## src/core/cfm_pkg.sv

```systemverilog
/*
  Shared constants for the CAN transceiver fault monitor: mode encodings,
  mode-bit positions and default time-out counts.
  Assumes a 250 MHz core clock (4 ns period).
*/
package cfm_pkg;
  localparam int unsigned CLK_PERIOD_PS = 4000;
  // Time-out figures are not fixed by the device; these are plain defaults in microseconds.
  localparam int unsigned TX_TIMEOUT_US = 1000;
  localparam int unsigned BUS_TIMEOUT_US = 2000;
  localparam int unsigned TX_TIMEOUT_CYC = (TX_TIMEOUT_US * 1000000) / CLK_PERIOD_PS;
  localparam int unsigned BUS_TIMEOUT_CYC = (BUS_TIMEOUT_US * 1000000) / CLK_PERIOD_PS;
  localparam int unsigned CNT_W = 24;
  typedef enum logic [1:0] {
    CFM_MODE_OFF = 2'h0,
    CFM_MODE_WAKE = 2'h1,
    CFM_MODE_RX_ONLY = 2'h2,
    CFM_MODE_NORMAL = 2'h3
  } cfm_mode_t;
  localparam int unsigned MODE_UV_EN_BIT = 1;
  localparam int unsigned MODE_TX_BIT = 0;
endpackage

```

## src/core/cfm_dom_timer.sv

```systemverilog
/*
  Dominant-time filter: counts cycles while a monitored level stays dominant
  and raises a level once the terminal count is passed.
  Assumes its input is already synchronous to mclk.
*/
`timescale 1ns/1ps
module cfm_dom_timer #(
  parameter int unsigned LIMIT = 16,
  parameter int unsigned CNT_W = 24
) (
  input wire logic mclk,
  input wire logic arst_n,
  input wire logic ce,
  input wire logic enable,
  input wire logic dominant,
  output logic expired
);
  logic [CNT_W-1:0] count;
  logic [CNT_W-1:0] next_count;
  logic next_expired;

  // Restart whenever the level returns recessive or monitoring is off.
  always_comb begin
    next_count = count;
    next_expired = expired;
    if (!enable || !dominant) begin
      next_count = '0;
      next_expired = 1'b0;
    end else if (count >= CNT_W'(LIMIT)) begin
      next_expired = 1'b1;
    end else begin
      next_count = count + 1'b1;
    end
  end

  always_ff @(posedge mclk or negedge arst_n) begin
    if (!arst_n) begin
      count <= '0;
      expired <= 1'b0;
    end else if (ce) begin
      count <= next_count;
      expired <= next_expired;
    end
  end
endmodule

```

## src/core/cfm_monitor.sv

```systemverilog
/*
  Fault supervision for a high-speed CAN transceiver: transmit-dominant
  time-out, bus-dominant clamping detection and supply undervoltage handling,
  with sticky fault flags cleared by software.
  Assumes pins (transmit input, bus level, undervoltage comparator) are
  asynchronous and are synchronised here; mode and clear come from mclk logic.
  Active low on the transmit and receive pins means dominant.
*/
// Notes on behaviour
// - Normal mode: transmit dominant past time-out forces driver recessive.
// - Transmit time-out keeps mode bits unchanged and sets bus fault flag.
// - Once transmit input goes recessive, transmitter resumes automatically.
// - Normal or receive-only: bus dominant past its time-out sets bus fault.
// - Bus clamping leaves the programmed configuration untouched.
// - Bus clamping time-out is strictly longer than transmit time-out.
// - Supply undervoltage is monitored only in normal or receive-only mode.
// - Undervoltage sets its flag and disables the transmitter.
// - Supply above release threshold re-enables transmitter automatically.
// - Undervoltage detection enabled exactly when upper mode bit is one.
// - Wake-capable mode is encoded as 01.
// - Receive-only keeps driver off yet still forwards bus levels.
`timescale 1ns/1ps
module cfm_monitor
  import cfm_pkg::*;
#(
  parameter int unsigned TX_LIMIT = cfm_pkg::TX_TIMEOUT_CYC,
  parameter int unsigned BUS_LIMIT = cfm_pkg::BUS_TIMEOUT_CYC
) (
  input wire logic mclk,
  input wire logic arst_n,
  input wire logic ce,
  input wire cfm_pkg::cfm_mode_t mode,
  input wire logic txd_n,
  input wire logic bus_rx_n,
  input wire logic supply_uv,
  input wire logic bus_fault_clr,
  input wire logic uv_flag_clr,
  output logic drive_dominant,
  output logic driver_en,
  output logic rxd_n,
  output logic bus_fault_flag,
  output logic transceiver_supply_undervoltage_flag,
  output logic tx_timed_out
);
  import cfm_pkg::*;

  logic txd_meta, txd_s, bus_meta, bus_s, uv_meta, uv_s;
  logic tx_exp, bus_exp;
  logic next_drive_dominant, next_driver_en, next_rxd_n;
  logic next_bus_fault_flag, next_uv_flag, next_tx_timed_out;
  logic uv_active, tx_mode;

  // Two-stage synchronisers; only the second stage is read.
  always_ff @(posedge mclk or negedge arst_n) begin
    if (!arst_n) begin
      txd_meta <= 1'b1;
      txd_s <= 1'b1;
      bus_meta <= 1'b1;
      bus_s <= 1'b1;
      uv_meta <= 1'b0;
      uv_s <= 1'b0;
    end else if (ce) begin
      txd_meta <= txd_n;
      txd_s <= txd_meta;
      bus_meta <= bus_rx_n;
      bus_s <= bus_meta;
      uv_meta <= supply_uv;
      uv_s <= uv_meta;
    end
  end

  // Undervoltage gating follows the upper mode bit alone.
  assign uv_active = mode[MODE_UV_EN_BIT] & uv_s;
  // Only 11 drives; 10 is receive-only and 01 wake-capable.
  assign tx_mode = (mode == CFM_MODE_NORMAL);

  cfm_dom_timer #(.LIMIT(TX_LIMIT), .CNT_W(CNT_W)) u_tx_timer (
    .mclk(mclk),
    .arst_n(arst_n),
    .ce(ce),
    .enable(tx_mode),
    .dominant(!txd_s),
    .expired(tx_exp)
  );

  cfm_dom_timer #(.LIMIT(BUS_LIMIT), .CNT_W(CNT_W)) u_bus_timer (
    .mclk(mclk),
    .arst_n(arst_n),
    .ce(ce),
    .enable(mode[MODE_UV_EN_BIT]),
    .dominant(!bus_s),
    .expired(bus_exp)
  );

  always_comb begin
    // Time-out and undervoltage block only the driver; mode is an input
    // and is never written here.
    next_tx_timed_out = tx_exp;
    next_driver_en = tx_mode && !tx_exp && !uv_active;
    next_drive_dominant = next_driver_en && !txd_s;
    // Received level is forwarded in normal and receive-only modes.
    next_rxd_n = mode[MODE_UV_EN_BIT] ? bus_s : 1'b1;
    // Set wins over a same-cycle clear.
    next_bus_fault_flag = (bus_fault_flag && !bus_fault_clr) || tx_exp || bus_exp;
    next_uv_flag = (transceiver_supply_undervoltage_flag && !uv_flag_clr) || uv_active;
  end

  always_ff @(posedge mclk or negedge arst_n) begin
    if (!arst_n) begin
      drive_dominant <= 1'b0;
      driver_en <= 1'b0;
      rxd_n <= 1'b1;
      bus_fault_flag <= 1'b0;
      transceiver_supply_undervoltage_flag <= 1'b0;
      tx_timed_out <= 1'b0;
    end else if (ce) begin
      drive_dominant <= next_drive_dominant;
      driver_en <= next_driver_en;
      rxd_n <= next_rxd_n;
      bus_fault_flag <= next_bus_fault_flag;
      transceiver_supply_undervoltage_flag <= next_uv_flag;
      tx_timed_out <= next_tx_timed_out;
    end
  end

  // Clamping filter must outlast the transmit filter.
  initial begin
    a_limit_order: assert (BUS_LIMIT > TX_LIMIT) else $error("bus limit not above tx limit");
  end
endmodule

```

## config.mk

```make
export PLATFORM = sky130hd
export DESIGN_NAME = cfm_monitor
export DESIGN_NICKNAME = d
export VERILOG_FILES = /design/src/core/cfm_pkg.sv /design/src/core/cfm_dom_timer.sv /design/src/core/cfm_monitor.sv
export SDC_FILE = /design/constraint.sdc
export NUM_CORES = 1
export LEC_CHECK = 0
export ABC_AREA = 1
export BUFFER_PORTS_ARGS = -buffer_cell sky130_fd_sc_hd__buf_4
export CAP_MARGIN = 30
export CORE_MARGIN = 2
export CORE_UTILIZATION = 58
export CTS_BUF_LIST = sky130_fd_sc_hd__clkbuf_8
export CTS_CLUSTER_DIAMETER = 150
export DETAILED_ROUTE_END_ITERATION = 8
export PLACE_DENSITY = 0.79
export RECOVER_POWER = 50
export SETUP_SLACK_MARGIN = 0.1
export SLEW_MARGIN = 40
export SYNTH_ARGS = -nofsm -noshare
export SYNTH_HDL_FRONTEND = slang
export SYNTH_SLANG_ARGS = --single-unit
```

## constraint.sdc

```tcl
create_clock -name mclk -period 1.5 [get_ports mclk]
set_clock_uncertainty 0.1 [all_clocks]
set_input_delay 0.375 -clock mclk [delete_from_list [all_inputs] [get_ports mclk]]
set_output_delay 0.375 -clock mclk [all_outputs]
set_load 0.03 [all_outputs]
```

==> metrics.yaml <==
outcome: "finished with violations"
violations: "setup timing"
power_density_mw_per_mm2: 798
ys_types: 31
die_h_um: 82.4
rsz0062_at_grt: "true"
area_growth_pct: 42.0
p_leak_nw: 2.43
tns_ns: -9.50
dieWidth_um: 82.4
insertion_delay_ns: 0.37
maxCapViolCount: 0
hold_start: "supply_uv"
drc: 0
maxClockFrequency_mhz: 538
routed_via_density: 6.02
htree_levels: 3
grt_pass1_vias: 3487
gp_congestion: 0.972
dr.pass1.iters: 8
endpoint_kind: "flop"
hold_end: "uv_meta"
cts_root_buffer: "clkbuf_8"
vias: 4038
slew_headroom: 0.687
initialDrtViolationCount: 481
io_pins: 16
nets: 604
synth-seq-cells: 62
fillerInstances: 274
reg2reg_depth: 8
syn_area_per_cell_um2: 7.20
seq_area_frac_synth: 0.437
r2r_setup_slack_ns: -0.36
clk_pin_slew_ns: 0.08
reg2reg_from: "u_tx_timer.count[12]"
r2r-end: "u_tx_timer.count[4]"
dp_hpwl_mm: 6.18
cts_buffer_depth: 2
wirelength_mm: 12.8
initial_core_util: 0.602
arrival_ns: 2.00
grt_max_degree: 31
die-area_mm2: 0.00679
tightest_slew_ns: 0.468
coreArea_mm2: 0.00592
finalHoldViolCount: 0
ant_nets: 0
min_delay_path_depth: 3
startpoint_type: "flop"
overflow: 0
cts_buffers: 9
worstPathRequired_ns: 1.64
numPortBuffers: 15
period_share: 1.24
ir_drop_mv: 0.775
ys_warn_count: 0
grtUsageTotal: 0.315
cts_tree: "yes"
power_w: 0.00404
grt_pass1_wl_mm: 16.2
worstPathMaxFanout: 10
syn_inst: 495
slew_violations: 0
syn_area_mm2: 0.00356
drive_gt1_frac: 0.376
syn-num-nets: 509
cts.sinks: 62
period_minus_slack_ns: 1.86
path_class: "flop to flop"
wl_per_cell_um: 19.0
rows: 28
finalSetupViolCount: 44
grt_antenna_before_repair: 1
hold_class: "input port to flop"
timing.final.ws_setup_ns: -0.360
==> synth_stat cells <==
cell | count | area (µm²)
a21oi_1 | 5 | 25.0
a32o_1 | 1 | 10.0
and2_1 | 3 | 18.8
buf_12 | 1 | 20.0
buf_2 | 4 | 20.0
buf_4 | 1 | 7.51
buf_6 | 6 | 67.6
clkbuf_1 | 2 | 7.51
clkinv_1 | 1 | 3.75
dfrtp_1 | 57 | 1430
dfstp_2 | 5 | 131
ha_1 | 4 | 50.1
inv_1 | 37 | 139
inv_2 | 4 | 15.0
nand2_1 | 173 | 649
nand2_2 | 3 | 18.8
nand2_4 | 1 | 11.3
nand3_1 | 42 | 210
nand3_2 | 2 | 20.0
nand4_1 | 4 | 25.0
nor2_1 | 92 | 345
nor2_2 | 3 | 18.8
nor3_1 | 5 | 25.0
nor3_2 | 2 | 20.0
nor3b_1 | 1 | 7.51
o21ai_0 | 8 | 40.0
o21ai_1 | 3 | 15.0
o21ai_2 | 1 | 8.76
or2_2 | 1 | 6.26
xnor2_1 | 6 | 52.6
xor2_1 | 17 | 149
==> sequential cells by signal, summed over array words and instances, names as in the netlist <==
signal / flops
uv_meta: 1
u_tx_timer.count: 24
txd_meta: 1
u_bus_timer.count: 24
u_bus_timer.expired: 1
bus_fault_flag: 1
txd_s: 1
driver_en: 1
bus_meta: 1
u_tx_timer.expired: 1
drive_dominant: 1
bus_s: 1
uv_s: 1
transceiver_supply_undervoltage_flag: 1
tx_timed_out: 1
rxd_n: 1
==> metrics by stage <==
stage / instance area (µm²) / worst slack (ns) / hold slack, ns / util / std cells
after floorplan: 3610 / 0.0231 / -0.0206 / - / 495
after global placement: 4250 / -0.0403 / 0.187 / 0.718 / 638
after detailed placement: 4250 / -0.156 / 0.192 / 0.718 / 638
after CTS: 4700 / -0.00775 / 0.117 / 0.794 / 659
after global routing: 5060 / -0.499 / 0.121 / 0.854 / 670
final: 5060 / -0.360 / 0.113 / 0.855 / 671
==> worst max-delay path by stage <==
stage                                     from              endpoint  slack, ns  depth (start not counted)
after floorplan            u_tx_timer.count[5]  u_tx_timer.count[13]       0.02                         10
after global placement    u_tx_timer.count[23]   u_tx_timer.count[0]      -0.04                          8
after detailed placement  u_tx_timer.count[23]   u_tx_timer.count[0]      -0.16                          8
after CTS                                rxd_n                 rxd_n     -0.008                          1
after global routing      u_tx_timer.count[12]  u_tx_timer.count[11]      -0.50                          8
final                     u_tx_timer.count[12]   u_tx_timer.count[4]      -0.36                          8
==> repair_timing <==
item | CTS | global route
pin swaps | 18 | 22
cloned | 0 | 2
hold endpoints to repair | 16 | 0
resized for setup | 62 | 61
endpoints found under the setup margin | 44 | 48
buffers inserted | 4 | 9
hold buffers | 1 | 0
==> kinds of logic (layout without fill, tap and decap cells) <==
kind of cell / Yosys count / after routing / share of synthesized area
AOI/OAI and AO/OA: 18 / 18 / 0.0277
xor gates and xnor gates: 23 / 23 / 0.0565
adders and majority gates: 4 / 4 / 0.0140
buffers and inverters: 56 / 155 / 0.0786
DFF: 62 / 62 / 0.437
other: 0 / 1 / 0
and+or+nand+nor: 332 / 333 / 0.386
==> cell usage in the layout, fill, tap and decap left out, types with 2 or more instances in the layout <==
| cell type | netlist | routed |
|---|---|---|
| nor2_1 | 92 | 69 |
| o21ai_0 | 8 | 4 |
| nand2_4 | 1 | 11 |
| nand2_2 | 3 | 24 |
| xor2_1 | 17 | 17 |
| dfrtp_1 | 57 | 54 |
| dfstp_2 | 5 | 5 |
| nand4_1 | 4 | 4 |
| inv_1 | 37 | 31 |
| clkinv_4 | 0 | 2 |
| buf_4 | 1 | 76 |
| nand2_8 | 0 | 3 |
| inv_6 | 0 | 3 |
| nor3_1 | 5 | 2 |
| xnor2_1 | 6 | 6 |
| nor2_2 | 3 | 19 |
| inv_2 | 4 | 9 |
| o21ai_1 | 3 | 2 |
| o21ai_2 | 1 | 5 |
| nor3_4 | 0 | 2 |
| nand2_1 | 173 | 140 |
| buf_6 | 6 | 13 |
| buf_12 | 1 | 6 |
| nor3_2 | 2 | 3 |
| nand3_2 | 2 | 12 |
| nand3_1 | 42 | 31 |
| a21oi_1 | 5 | 3 |
| ha_1 | 4 | 2 |
| clkbuf_8 | 0 | 9 |
| bufinv_16 | 0 | 2 |
| and2_1 | 3 | 2 |
| a21oi_2 | 0 | 2 |
| nor2_4 | 0 | 7 |
| dfrtp_2 | 0 | 3 |
==> power by group <==
group	switching, W	internal, W
clock	0.000828	0.000959
combinational	0.000309	0.000195
sequential	0.0000309	0.00172
==> critical path, cell delays in order (launching register included) <==
cell,delay (ns)
dfrtp_1,0.45
nor2_1,0.10
nor3_2,0.37
nand2_2,0.18
nand3_4,0.15
buf_12,0.12
nand2_8,0.08
nand2_1,0.10
nand2_1,0.07
==> area by class of cell <==
class | instances | area [µm²] | share of cell area
Multi-Input combinational cell | 378 | 2140 | 0.423
Sequential cell | 62 | 1560 | 0.309
Timing Repair Buffer | 97 | 872 | 0.172
Inverter | 42 | 160 | 0.0316
Clock buffer | 9 | 124 | 0.0245
Clock inverter | 7 | 104 | 0.0205
Tap cell | 75 | 93.8 | 0.0185
Antenna cell | 1 | 2.50 | 0.000494
==> routing by layer <==
layer  routed length, µm  global-route usage  up-vias
met5                   0                   0        -
met4                1060               0.182        0
met1                4460               0.394     1887
li1                    -                   -     1721
met2                5990               0.516      315
met3                1250              0.0511      115
No activity file was read; power rests on OpenSTA's default activity.
